## config.mk

```make
export PLATFORM = sky130hd
export DESIGN_NAME = mms_router
export DESIGN_NICKNAME = d
export VERILOG_FILES = /design/src/verilog/mms_group_map.v /design/src/verilog/mms_router.v /design/src/verilog/mms_sync.v
export VERILOG_INCLUDE_DIRS = /design/src /design/src/verilog
export SDC_FILE = /design/constraint.sdc
export NUM_CORES = 2
export LEC_CHECK = 0
export BUFFER_PORTS_ARGS = -buffer_cell sky130_fd_sc_hd__buf_2
export CAP_MARGIN = 0
export CORE_AREA = 8 8 505 507
export CTS_CLUSTER_DIAMETER = 60
export DETAILED_ROUTE_END_ITERATION = 10
export DIE_AREA = 0 0 513 515
export GPL_TIMING_DRIVEN = 0
export PLACE_DENSITY_LB_ADDON = 0.2
export SYNTH_ARGS = -nofsm -noshare
export SYNTH_HDL_FRONTEND = slang
export SYNTH_SLANG_ARGS = --single-unit
```

## constraint.sdc

```tcl
create_clock -name clk -period 5.9 [get_ports clk]
set_input_delay 0.295 -clock clk [delete_from_list [all_inputs] [get_ports clk]]
set_output_delay 0.295 -clock clk [all_outputs]
set_load 0.005 [all_outputs]
```

## src/verilog/mms_defs.vh

```
`ifndef MMS_DEFS_VH
`define MMS_DEFS_VH
// Local register offsets
`define MMS_OFF_RENDER_ACK 24'h000d84
`define MMS_OFF_STEER 24'h0020cc
`define MMS_OFF_L3_FUSE 24'h009118
`define MMS_OFF_G_FUSE 24'h00913c
`define MMS_OFF_C_FUSE 24'h009144
`define MMS_OFF_TOP_REQ 24'h00a188
`define MMS_OFF_RENDER_REQ 24'h00a278
`define MMS_OFF_TOP_ACK 24'h130044
// Steering register field positions
`define MMS_STEER_MC_BIT 16
`define MMS_STEER_SL_LSB 8
`define MMS_STEER_SS_LSB 0
// Steering reset values
`define MMS_STEER_MC_RST 1'h1
`define MMS_STEER_SL_RST 4'h0
`define MMS_STEER_SS_RST 3'h0
// Wake request reset value
`define MMS_WAKE_RST 32'h0
// Replication group codes
`define MMS_GRP_NONE 3'h0
`define MMS_GRP_DSS 3'h1
`define MMS_GRP_GSLICE 3'h2
`define MMS_GRP_L3 3'h3
`define MMS_GRP_MSLICE 3'h4
`define MMS_GRP_FAB 3'h5
`define MMS_GRP_MSIDE 3'h6
// Replicated address ranges, inclusive
`define MMS_DSS_LO 24'h009520
`define MMS_DSS_HI 24'h00955f
`define MMS_GSLICE_LO 24'h00d800
`define MMS_GSLICE_HI 24'h00d87f
`define MMS_L3_LO 24'h00b100
`define MMS_L3_HI 24'h00b3ff
`define MMS_MSLICE_LO 24'h00c800
`define MMS_MSLICE_HI 24'h00cfff
`define MMS_FAB_LO 24'h00b000
`define MMS_FAB_HI 24'h00b0ff
`define MMS_MSIDE_LO 24'h00ee00
`define MMS_MSIDE_HI 24'h00eeff
// Always-on range
`define MMS_AO_LO 24'h00d000
`define MMS_AO_HI 24'h00d7ff
// Configuration size codes
`define MMS_SKU_FULL 2'h0
`define MMS_SKU_MID 2'h1
`define MMS_SKU_SMALL 2'h2
// Dummy completion data
`define MMS_DUMMY_DATA 32'h0
`endif

```

## src/verilog/mms_group_map.v

```verilog
`timescale 1ns/100ps
`include "mms_defs.vh"
module mms_group_map (
    // Target group and selectors
    input wire [2:0] grp,
    input wire [3:0] slice,
    input wire [2:0] sub,
    // Fuse state and configuration size
    input wire [31:0] fuse_c,
    input wire [31:0] fuse_g,
    input wire [3:0] fuse_l3,
    input wire [1:0] sku,
    // Enabled instances and selected instance
    output wire [31:0] en_mask,
    output reg [4:0] sel_idx,
    output wire sel_ok
);
    wire [31:0] comb = fuse_g | fuse_c;
    wire [127:0] comb_pad = {96'h0, comb}; // Padded for group slices
    wire [3:0] quad_dss; // Any subslice alive per quadrant
    wire [31:0] live_pad; // Quadrant memory side kept alive
    reg sel_rng; // Selector inside the group

    assign quad_dss[0] = |(comb[7:0] & 8'hff);
    assign quad_dss[1] = |(comb[15:8] & 8'hff);
    assign quad_dss[2] = |(comb[23:16] & 8'hff);
    assign quad_dss[3] = |(comb[31:24] & 8'hff);
    assign live_pad = {28'h0, fuse_l3 | quad_dss};

    // One enable per instance slot
    genvar i;
    generate
        for (i = 0; i < 32; i = i + 1) begin : g_inst
            wire gs_en = |comb_pad[4*i +: 4];
            wire ms_en = (i < 8) && ((sku == `MMS_SKU_FULL) ||
                ((sku == `MMS_SKU_MID) && (i >= 2) && (i <= 5)) ||
                (i == 2) || (i == 3));
            assign en_mask[i] =
                (grp == `MMS_GRP_DSS) ? comb[i] :
                (grp == `MMS_GRP_GSLICE) ? ((i < 8) && gs_en) :
                (grp == `MMS_GRP_L3) ? live_pad[i/8] :
                (grp == `MMS_GRP_MSLICE) ? live_pad[i] :
                (grp == `MMS_GRP_FAB) ? ((i < 8) && live_pad[i/2]) :
                (grp == `MMS_GRP_MSIDE) ? ms_en :
                (i == 0);
        end
    endgenerate

    // Selector fields to flat instance index
    always @* begin
        sel_idx = 5'h0;
        sel_rng = 1'b1;
        case (grp)
            `MMS_GRP_DSS: begin
                sel_idx = {slice[2:0], sub[1:0]};
                sel_rng = ~slice[3] & ~sub[2];
            end
            `MMS_GRP_GSLICE, `MMS_GRP_FAB: begin
                sel_idx = {2'h0, slice[2:0]};
                sel_rng = ~slice[3];
            end
            `MMS_GRP_L3: begin
                sel_idx = {slice[2:0], sub[1:0]};
            end
            `MMS_GRP_MSLICE: begin
                sel_idx = {3'h0, slice[1:0]};
                sel_rng = (slice[3:2] == 2'h0);
            end
            `MMS_GRP_MSIDE: begin
                sel_idx = {2'h0, sub};
            end
            default: begin
                sel_idx = 5'h0;
            end
        endcase
    end

    assign sel_ok = sel_rng & en_mask[sel_idx];
endmodule

```

## src/verilog/mms_router.v

```verilog
`timescale 1ns/100ps
`include "mms_defs.vh"
// How it works
// - Multicast write reaches all instances, selectors ignored.
// - Multicast read: all answer, selected one returned.
// - Unicast sends reads and writes to one instance.
// - Reset gives multicast, slice zero, subslice zero.
// - Non-replicated targets ignore multicast, route normally.
// - Command streamer steering register sits at 0x20cc.
// - Memory-side group: eight, reduced sizes terminate some.
// - Geometry slice terminated when its subslices off.
// - Subslice: four per slice, terminated when fused.
// - Bank index from slice and subslice bits.
// - Quadrant banks terminated only if fully dead.
// - Memory slice per quadrant, same termination.
// - Slice pairs select cache fabric of slice.
// - Subslice enabled if geometry or compute fuse.
// - Fuse states mirrored read-only at fixed offsets.
// - Powered-down domains terminated; initiators wake first.
// - Terminator absorbs posted, completes non-posted.
// - Terminated writes dropped, reads return zero.
// - Always-on registers need no wake.
module mms_router #(
    parameter AW = 24,
    parameter DW = 32
) (
    // Clock, reset and enable
    input wire clk,
    input wire rstn,
    input wire ce,
    // Initiator request
    input wire req_valid,
    output wire req_ready,
    input wire req_write,
    input wire req_posted,
    input wire [AW-1:0] req_addr,
    input wire [DW-1:0] req_wdata,
    // Initiator completion
    output wire rsp_valid,
    output wire [DW-1:0] rsp_data,
    output wire rsp_dummy,
    // Endpoint request, one enable per instance
    output wire ep_valid,
    output wire ep_write,
    output wire ep_posted,
    output wire [2:0] ep_group,
    output wire [AW-1:0] ep_addr,
    output wire [DW-1:0] ep_wdata,
    output wire [31:0] ep_mask,
    // Endpoint completions
    input wire [31:0] ep_rsp_valid,
    input wire [32*DW-1:0] ep_rsp_data,
    // Fuse and configuration pins
    input wire [31:0] fuse_compute,
    input wire [31:0] fuse_geometry,
    input wire [3:0] fuse_memory_cache,
    input wire [1:0] config_size,
    // Power domain state pins
    input wire top_domain_up,
    input wire render_domain_up,
    // Wake requests toward power control
    output wire top_wake_req,
    output wire render_wake_req
);
    // One-hot states
    localparam [2:0] ST_IDLE = 3'h1;
    localparam [2:0] ST_SEND = 3'h2;
    localparam [2:0] ST_WAIT = 3'h4;

    reg [2:0] st_q; // Cycle state
    reg mc_q; // Steering multicast
    reg [3:0] sl_q; // Steering slice selector
    reg [2:0] ss_q; // Steering subslice selector
    reg [DW-1:0] top_req_q; // Top domain wake request word
    reg [DW-1:0] ren_req_q; // Render wake request word
    reg rsp_valid_q; // Completion pulse
    reg [DW-1:0] rsp_data_q; // Completion data
    reg rsp_dummy_q; // Completion made on behalf of endpoint
    reg ep_valid_q; // Endpoint issue pulse
    reg ep_write_q;
    reg ep_posted_q;
    reg [2:0] ep_group_q;
    reg [AW-1:0] ep_addr_q;
    reg [DW-1:0] ep_wdata_q;
    reg [31:0] ep_mask_q;
    reg [31:0] pend_q; // Instances still owing a completion
    reg [4:0] sel_q; // Instance whose data is returned
    reg rd_ok_q; // Selected instance is live

    // Synchronised pins
    wire [31:0] f_c;
    wire [31:0] f_g;
    wire [3:0] f_l3;
    wire [1:0] sku;
    wire top_up;
    wire ren_up;

    // Decode results
    reg [2:0] grp; // Replication group of the address
    reg ao; // Address in always-on range
    reg loc_hit; // Address is a local register
    reg [DW-1:0] loc_rd; // Local read data
    wire [31:0] en_mask;
    wire [4:0] sel_idx;
    wire sel_ok;
    wire dom_up;
    reg [31:0] tgt_mask; // Instances this cycle goes to
    wire take;
    wire [31:0] pend_left;
    wire [DW-1:0] sel_data;

    // Fuses, size strap and power state come from other domains
    mms_sync #(
        .W(72)
    ) u_sync (
        .clk(clk),
        .rstn(rstn),
        .ce(ce),
        .din({fuse_compute, fuse_geometry, fuse_memory_cache, config_size,
            top_domain_up, render_domain_up}),
        .dout({f_c, f_g, f_l3, sku, top_up, ren_up})
    );

    // Per-instance enables from fuses
    mms_group_map u_map (
        .grp(grp),
        .slice(sl_q),
        .sub(ss_q),
        .fuse_c(f_c),
        .fuse_g(f_g),
        .fuse_l3(f_l3),
        .sku(sku),
        .en_mask(en_mask),
        .sel_idx(sel_idx),
        .sel_ok(sel_ok)
    );

    // Address to replication group
    always @* begin
        grp = `MMS_GRP_NONE;
        ao = 1'b0;
        if ((req_addr >= `MMS_DSS_LO) && (req_addr <= `MMS_DSS_HI)) begin
            grp = `MMS_GRP_DSS;
        end else if ((req_addr >= `MMS_GSLICE_LO) && (req_addr <= `MMS_GSLICE_HI)) begin
            grp = `MMS_GRP_GSLICE;
        end else if ((req_addr >= `MMS_L3_LO) && (req_addr <= `MMS_L3_HI)) begin
            grp = `MMS_GRP_L3;
        end else if ((req_addr >= `MMS_MSLICE_LO) && (req_addr <= `MMS_MSLICE_HI)) begin
            grp = `MMS_GRP_MSLICE;
        end else if ((req_addr >= `MMS_FAB_LO) && (req_addr <= `MMS_FAB_HI)) begin
            grp = `MMS_GRP_FAB;
        end else if ((req_addr >= `MMS_MSIDE_LO) && (req_addr <= `MMS_MSIDE_HI)) begin
            grp = `MMS_GRP_MSIDE;
        end else if ((req_addr >= `MMS_AO_LO) && (req_addr <= `MMS_AO_HI)) begin
            ao = 1'b1;
        end
    end

    // Local register decode and read data
    always @* begin
        loc_hit = 1'b1;
        loc_rd = `MMS_DUMMY_DATA;
        if (req_addr == `MMS_OFF_STEER) begin
            loc_rd = {15'h0, mc_q, 4'h0, sl_q, 5'h0, ss_q};
        end else if (req_addr == `MMS_OFF_C_FUSE) begin
            loc_rd = f_c;
        end else if (req_addr == `MMS_OFF_G_FUSE) begin
            loc_rd = f_g;
        end else if (req_addr == `MMS_OFF_L3_FUSE) begin
            loc_rd = {28'h0, f_l3};
        end else if (req_addr == `MMS_OFF_TOP_REQ) begin
            loc_rd = top_req_q;
        end else if (req_addr == `MMS_OFF_RENDER_REQ) begin
            loc_rd = ren_req_q;
        end else if (req_addr == `MMS_OFF_TOP_ACK) begin
            loc_rd = {31'h0, top_req_q[0] & top_up}; // Ack needs power up
        end else if (req_addr == `MMS_OFF_RENDER_ACK) begin
            loc_rd = {31'h0, ren_req_q[0] & ren_up};
        end else begin
            loc_hit = 1'b0;
        end
    end

    // Power state of the domain behind the address
    assign dom_up = ao ? 1'b1 :
        ((grp == `MMS_GRP_DSS) || (grp == `MMS_GRP_GSLICE)) ? ren_up : top_up;

    // Instance set for this cycle, empty means terminate
    always @* begin
        tgt_mask = 32'h0;
        if (!dom_up) begin
            tgt_mask = 32'h0;
        end else if (grp == `MMS_GRP_NONE) begin
            tgt_mask = en_mask;
        end else if (mc_q) begin
            tgt_mask = en_mask;
        end else if (sel_ok) begin
            tgt_mask = 32'h1 << sel_idx;
        end
    end

    assign req_ready = (st_q == ST_IDLE);
    assign take = req_valid & req_ready & ce;
    assign pend_left = pend_q & ~ep_rsp_valid;
    assign sel_data = ep_rsp_data[sel_q*DW +: DW];

    // Main sequencer; all state frozen while ce is low
    always @(posedge clk) begin
        if (!rstn) begin
            st_q <= ST_IDLE;
            mc_q <= `MMS_STEER_MC_RST;
            sl_q <= `MMS_STEER_SL_RST;
            ss_q <= `MMS_STEER_SS_RST;
            top_req_q <= `MMS_WAKE_RST;
            ren_req_q <= `MMS_WAKE_RST;
            rsp_valid_q <= 1'b0;
            rsp_data_q <= `MMS_DUMMY_DATA;
            rsp_dummy_q <= 1'b0;
            ep_valid_q <= 1'b0;
            ep_write_q <= 1'b0;
            ep_posted_q <= 1'b0;
            ep_group_q <= `MMS_GRP_NONE;
            ep_addr_q <= {AW{1'b0}};
            ep_wdata_q <= {DW{1'b0}};
            ep_mask_q <= 32'h0;
            pend_q <= 32'h0;
            sel_q <= 5'h0;
            rd_ok_q <= 1'b0;
        end else if (ce) begin
            // Pulses last one cycle
            rsp_valid_q <= 1'b0;
            ep_valid_q <= 1'b0;
            case (st_q)
                ST_IDLE: begin
                    if (take && loc_hit) begin
                        // Local registers answer at once
                        if (req_write && (req_addr == `MMS_OFF_STEER)) begin
                            mc_q <= req_wdata[`MMS_STEER_MC_BIT];
                            sl_q <= req_wdata[`MMS_STEER_SL_LSB +: 4];
                            ss_q <= req_wdata[`MMS_STEER_SS_LSB +: 3];
                        end
                        if (req_write && (req_addr == `MMS_OFF_TOP_REQ)) begin
                            top_req_q <= req_wdata;
                        end
                        if (req_write && (req_addr == `MMS_OFF_RENDER_REQ)) begin
                            ren_req_q <= req_wdata;
                        end
                        if (!(req_write && req_posted)) begin
                            rsp_valid_q <= 1'b1;
                            rsp_data_q <= req_write ? `MMS_DUMMY_DATA : loc_rd;
                            rsp_dummy_q <= 1'b0;
                        end
                    end else if (take && (tgt_mask == 32'h0)) begin
                        // Terminated: posted absorbed, others get dummy
                        if (!(req_write && req_posted)) begin
                            rsp_valid_q <= 1'b1;
                            rsp_data_q <= `MMS_DUMMY_DATA;
                            rsp_dummy_q <= 1'b1;
                        end
                    end else if (take) begin
                        // Issue with the steering seen now
                        ep_valid_q <= 1'b1;
                        ep_write_q <= req_write;
                        ep_posted_q <= req_write & req_posted;
                        ep_group_q <= grp;
                        ep_addr_q <= req_addr;
                        ep_wdata_q <= req_wdata;
                        ep_mask_q <= tgt_mask;
                        pend_q <= (req_write && req_posted) ? 32'h0 : tgt_mask;
                        sel_q <= sel_idx;
                        rd_ok_q <= (grp == `MMS_GRP_NONE) | sel_ok;
                        rsp_data_q <= `MMS_DUMMY_DATA;
                        st_q <= ST_SEND;
                    end
                end
                ST_SEND: begin
                    // Posted writes need no completion
                    st_q <= ep_posted_q ? ST_IDLE : ST_WAIT;
                end
                ST_WAIT: begin
                    // Collect all; keep only the selected data
                    pend_q <= pend_left;
                    if (!ep_write_q && rd_ok_q && ep_rsp_valid[sel_q] && pend_q[sel_q]) begin
                        rsp_data_q <= sel_data;
                    end
                    if (pend_left == 32'h0) begin
                        rsp_valid_q <= 1'b1;
                        rsp_dummy_q <= ~ep_write_q & ~rd_ok_q;
                        st_q <= ST_IDLE;
                    end
                end
                default: begin
                    st_q <= ST_IDLE;
                end
            endcase
        end
    end

    // Output drives
    assign rsp_valid = rsp_valid_q;
    assign rsp_data = rsp_data_q;
    assign rsp_dummy = rsp_dummy_q;
    assign ep_valid = ep_valid_q;
    assign ep_write = ep_write_q;
    assign ep_posted = ep_posted_q;
    assign ep_group = ep_group_q;
    assign ep_addr = ep_addr_q;
    assign ep_wdata = ep_wdata_q;
    assign ep_mask = ep_mask_q;
    assign top_wake_req = top_req_q[0];
    assign render_wake_req = ren_req_q[0];
endmodule

```

## src/verilog/mms_sync.v

```verilog
`timescale 1ns/100ps
module mms_sync #(
    parameter W = 8
) (
    // Clock and control
    input wire clk,
    input wire rstn,
    input wire ce,
    // Asynchronous levels in, filtered levels out
    input wire [W-1:0] din,
    output wire [W-1:0] dout
);
    reg [W-1:0] s1_q; // First stage, read only by s2_q
    reg [W-1:0] s2_q;
    reg [W-1:0] s3_q;
    reg [W-1:0] out_q; // Accepted value

    // Three stages; a bit moves only once stages two and three agree
    always @(posedge clk) begin
        if (!rstn) begin
            s1_q <= {W{1'b0}};
            s2_q <= {W{1'b0}};
            s3_q <= {W{1'b0}};
            out_q <= {W{1'b0}};
        end else if (ce) begin
            s1_q <= din;
            s2_q <= s1_q;
            s3_q <= s2_q;
            out_q <= (s2_q & s3_q) | (out_q & (s2_q ^ s3_q));
        end
    end

    assign dout = out_q;
endmodule
```

==> summary by stage <==
Cells and area
The number of filler instances in the final layout is 27,900. The share of layout cells above drive strength 1 is 0.390. After the last flow step, the layout net total stands at 5,997.

With fillers left out, the area of the finished cells amounts to 0.0470 mm^2. The multi-input gate area in the final layout is 0.0202 mm^2. Registers take 0.0106 mm^2. From synthesis to final layout, the design area changed by 46.9%.

Clock tree
The clock transition at the registers of the reported paths is 0.06 ns. The number of setup buffers added after CTS is 0. The CTS sink count is 529. The maximum buffer depth of the clock tree is 3. TritonCTS built the clock tree.

The H-tree was split into 3 levels. The clock network latency to the later pin of the worst-skew pair is 0.68 ns. The TritonCTS buffer count is 69. In this run the clock root is driven by a sky130_fd_sc_hd__clkbuf_16.

Synthesis
The number of enable-type register cells in the synthesized netlist is 0. Of the total synthesized cell area, the portion taken by AND, OR, NAND and NOR gates is 0.134. The mux cell area share after synthesis is 0.328. Yosys printed 0 warnings. In this run the cell area of the synthesized design comes to 0.0320 mm^2.

Of the total synthesized cell area, the portion taken by XOR and XNOR cells is 0.000274. The dominant combinational cell family by area after synthesis is multiplexers. Counting every instance in the synthesized netlist gives 3,224.

In this run, synthesis produced a sequential element count of 529. The adder-cell area share of the yosys netlist is 0.0281. A synthesized cell averages 9.93 um^2. Synthesis produced a netlist with a net count of 4,486. For this run, the leading register cell type out of synthesis is sky130_fd_sc_hd__dfxtp_1. Counting flops with an async set or reset pin after synthesis yields a share of 0.

The number of distinct library cells after synthesis is 83. The register area share after synthesis is 0.331. The area fraction in compound gates after synthesis is 0.137.

Floorplanning
In this run the count of I/O pins placed on the die edge is 1,321. The initial utilization of the core area, before any placement, comes to 0.130. The row count is 183. The height of the die is 515 um. The die area is 0.264 mm^2. The x dimension of the die is 513 um.

The placeable core region is 0.247 mm^2.

Route
The met3 wire length is 27.9 mm. The pre-antenna-repair detailed-routing pass consisted of 6 iterations. The ratio of routed vias to standard cells is 4.49.

Detailed routing inserted a total of 37,000 vias. The highest metal layer carrying signal wires in the routed design is met5. After detailed routing, the wire length on met1 is 134 mm. The total wirelength of the detailed-routed design is 319 mm. The first routing iteration left 4,380 violations. The DRC violations left is 0. The antenna violation net count after detailed routing is 0. In the final routed layout, each cell accounts on average for 38.7 um. The routed wire length on met2 is 143 mm.

Worst setup path
The launching point of the worst reg2reg path is u_sync.dout[22]. For this run, the slowest stage of the critical path takes 0.63 ns. The data arrival time at the worst-slack endpoint is 6.47 ns. Traced cell by cell, the critical path runs through nor4_2, nand4_1, a211oi_1, nand3b_1, nor2_1, a2111oi_2, nand2_1, nor4_2, o2111ai_2, a21o_1, nand4_1, clkbuf_4, buf_4, mux2i_1, nor2_1.

For the worst setup path, the data required time is 6.40 ns. The startpoint type of the worst setup path is a flip-flop. The type of element capturing the critical path is a flip-flop. Of all nets on the critical path, the largest fanout is 10. The slowest stage of the critical path belongs to the cell sky130_fd_sc_hd__a2111oi_2. In this run the worst setup path begins at u_sync.dout[22].

The category of the most critical setup path is reg -> reg.

GRT
The number of antenna violations at the first check in global routing is 195. Entering global routing, the biggest net connects 14 pins. The number of global-route vias before repair was 35,600. The first global-routing pass estimated 395 mm of wire.

The total grt overflow is 0. For this run, the total global-route usage over all layers was measured as 0.228.

Flow run
The number of max-cap violations is 1.

Min path
The worst min-delay path startpoint is req_addr[12]. The worst hold-check path type is in -> reg.

Timing
Timing would allow up to 0.168 GHz. The number of endpoints with negative hold slack in the final report is 0. Measured against its own limit, the worst slew margin works out to -0.0847. The count of final setup violators is 32. In the post-route analysis, the smallest setup slack over all paths is -0.0682 ns.

Across the routed clock network, the largest skew measured is 0.0355 ns. The post-route clock period utilization is 1.01. The final-layout setup total negative slack is -1.21 ns. The final count of pins violating max slew is 3. The final critical-path required period is 5.97 ns. At the pin with the least slew margin, the transition time is 1.61 ns.

Run status
The checks that failed: capacitance limit, slew limit, setup timing. The run finished, with violations left.

Place
The number of port buffers is 1,314. Detailed placement ended at an HPWL of 283 mm. The routability-driven placement congestion ratio is 1.01.

After detailed placement, the total cell area comes to 0.0428 mm^2.

Power
The leakage power figure is 0.0191 uW. In this run the power density over the cells is 203 mW/mm^2. The largest vdd supply drop is 0.175 mV.
through the flow:
stage               total power (uW)  cells  worst slack (ns)  hold WS [ns]  utilization
finish                          9560   8247           -0.0682        0.0527        0.190
global route                    9880   8205          -0.00792        0.0408        0.190
CTS                             9670   8024            0.0403       0.00325        0.188
detailed placement              5240   7781             -1.46         0.443        0.173
global placement                5240   7775             -2.13         0.439        0.173
floorplan                       4250   3224              1.68         0.424            -
power breakdown:
| group | switching [uW] | internal (uW) | total, uW |
|---|---|---|---|
| Clock | 1860 | 2470 | 4330 |
| Sequential | 66.0 | 3660 | 3720 |
| Combinational | 865 | 648 | 1510 |
| Total | 2790 | 6770 | 9560 |
sequential cells by signal (all words and copies together), names as in the netlist, 3 cells and up:
name	cells
st_q	3
top_req_q	32
ep_addr	24
rsp_data	32
u_sync.dout	72
ep_group	3
pend_q	32
sel_q	5
u_sync.s1_q	72
u_sync.s2_q	72
u_sync.s3_q	72
ss_q	3
ep_wdata	32
sl_q	4
ep_mask	32
ren_req_q	32
worst max-delay path, delay by kind of cell, from the launching register on:
kind / cells / cell delay, ns
buf+inv: 2 / 0.83
flops: 1 / 0.41
simple gates: 8 / 2.56
mux: 1 / 0.23
compound gates: 4 / 1.74
Yosys cell counts (7+ instances only):
master                     number  area (um^2)
sky130_fd_sc_hd__clkbuf_1     195          732
sky130_fd_sc_hd__and3_1        15         93.8
sky130_fd_sc_hd__nand4_1       13         81.3
sky130_fd_sc_hd__or3b_1        13          114
sky130_fd_sc_hd__nand2b_1       8         50.1
sky130_fd_sc_hd__or2_2          7         43.8
sky130_fd_sc_hd__mux4_2       320         7210
sky130_fd_sc_hd__a222oi_1      23          230
sky130_fd_sc_hd__buf_2         17         85.1
sky130_fd_sc_hd__nor2_1       386         1450
sky130_fd_sc_hd__or3_1         41          257
sky130_fd_sc_hd__buf_1         61          229
sky130_fd_sc_hd__a311oi_1       9         78.8
sky130_fd_sc_hd__a21o_1         8         60.1
sky130_fd_sc_hd__a31oi_1       17          106
sky130_fd_sc_hd__a32o_1        32          320
sky130_fd_sc_hd__buf_4          8         60.1
sky130_fd_sc_hd__nor3_1        27          135
sky130_fd_sc_hd__ha_1          72          901
sky130_fd_sc_hd__a22oi_1        8         60.1
sky130_fd_sc_hd__and2_1        18          113
sky130_fd_sc_hd__dfxtp_1      529        10600
sky130_fd_sc_hd__inv_1         53          199
sky130_fd_sc_hd__nand2_1      332         1250
sky130_fd_sc_hd__o21ai_0      131          656
sky130_fd_sc_hd__nor4_1        20          125
sky130_fd_sc_hd__o32ai_1        9         78.8
sky130_fd_sc_hd__mux2i_1      330         3300
sky130_fd_sc_hd__a221oi_1      18          158
sky130_fd_sc_hd__a21oi_1      251         1260
sky130_fd_sc_hd__a211oi_1      13         97.6
sky130_fd_sc_hd__o211a_1       35          350
sky130_fd_sc_hd__o211ai_1      13         97.6
sky130_fd_sc_hd__a211o_1       10         87.6
sky130_fd_sc_hd__o22ai_1       34          213
sky130_fd_sc_hd__o21ai_1       10         50.1
sky130_fd_sc_hd__nand3_1       44          220
what timing repair did:
action	in CTS	in global routing
setup endpoints to repair	144	115
gates resized for setup	29	17
hold buffers	120	0
pin swaps	0	1
endpoints found under the hold margin	164	0
placed cells by master (no fill, tap or decap), types with 10 or more instances in the layout:
cell type                          n
sky130_fd_sc_hd__buf_1            41
sky130_fd_sc_hd__dlygate4sd3_1   120
sky130_fd_sc_hd__a221oi_1         18
sky130_fd_sc_hd__o22ai_1          33
sky130_fd_sc_hd__and3_1           15
sky130_fd_sc_hd__a32o_1           32
sky130_fd_sc_hd__a31oi_1          17
sky130_fd_sc_hd__clkbuf_16        69
sky130_fd_sc_hd__clkbuf_2         18
sky130_fd_sc_hd__o211ai_1         13
sky130_fd_sc_hd__and2_1           18
sky130_fd_sc_hd__nor4_1           14
sky130_fd_sc_hd__mux2i_1         330
sky130_fd_sc_hd__a211oi_1         12
sky130_fd_sc_hd__nor2_1          385
sky130_fd_sc_hd__nand4_1          13
sky130_fd_sc_hd__o21ai_0         131
sky130_fd_sc_hd__o211a_1          35
sky130_fd_sc_hd__a222oi_1         23
sky130_fd_sc_hd__o21ai_1          10
sky130_fd_sc_hd__clkinv_2         14
sky130_fd_sc_hd__clkbuf_1        186
sky130_fd_sc_hd__buf_2          1342
sky130_fd_sc_hd__inv_1            53
sky130_fd_sc_hd__nand3_1          43
sky130_fd_sc_hd__or3b_1           13
sky130_fd_sc_hd__a211o_1          10
sky130_fd_sc_hd__mux4_2          320
sky130_fd_sc_hd__dfxtp_1         529
sky130_fd_sc_hd__nand2_1         332
sky130_fd_sc_hd__or3_1            41
sky130_fd_sc_hd__nor3_1           20
sky130_fd_sc_hd__ha_1             72
sky130_fd_sc_hd__diode_2         223
sky130_fd_sc_hd__a21oi_1         251
path summary, 6_finish.rpt:
| path | end | slack (ns) | cells after the start |
|---|---|---|---|
| max | ep_wdata[6] | -0.07 | 15 |
| min | ep_addr[12] | 0.05 | 3 |
| max reg2reg | ep_wdata[6] | -0.07 | 15 |
| min reg2reg | top_req_q[8] | 0.45 | 2 |
layer usage:
| layer | GRT usage | vias to the layer above |
|---|---|---|
| met2 | 0.357 | 2246 |
| met5 | 0 | - |
| li1 | - | 15500 |
| met4 | 0.0910 | 64 |
| met3 | 0.0647 | 421 |
| met1 | 0.296 | 18800 |
area by class of cell:
cell class,count,share of cell area
well taps,3237,0.0861
plain buffers,282,0.0260
flip-flops and latches,529,0.225
repair buffers,1441,0.168
clock inverters,36,0.00809
inverters,53,0.00423
multi-input cells,2359,0.431
diodes,223,0.0119
clock buffers,87,0.0399
kinds of logic (layout without fill, tap and decap cells):
kind of cell,after synthesis,count (layout)
AND/OR/NAND/NOR,965,965
AO/OA/AOI/OAI,671,671
multiplexers,650,650
flip-flops,529,529
buffers and inverters,336,1899
adder cells (fa/ha/maj),72,72
XOR/XNOR,1,1
other,0,223
Note: power is estimated with default switching activity, not from simulation.
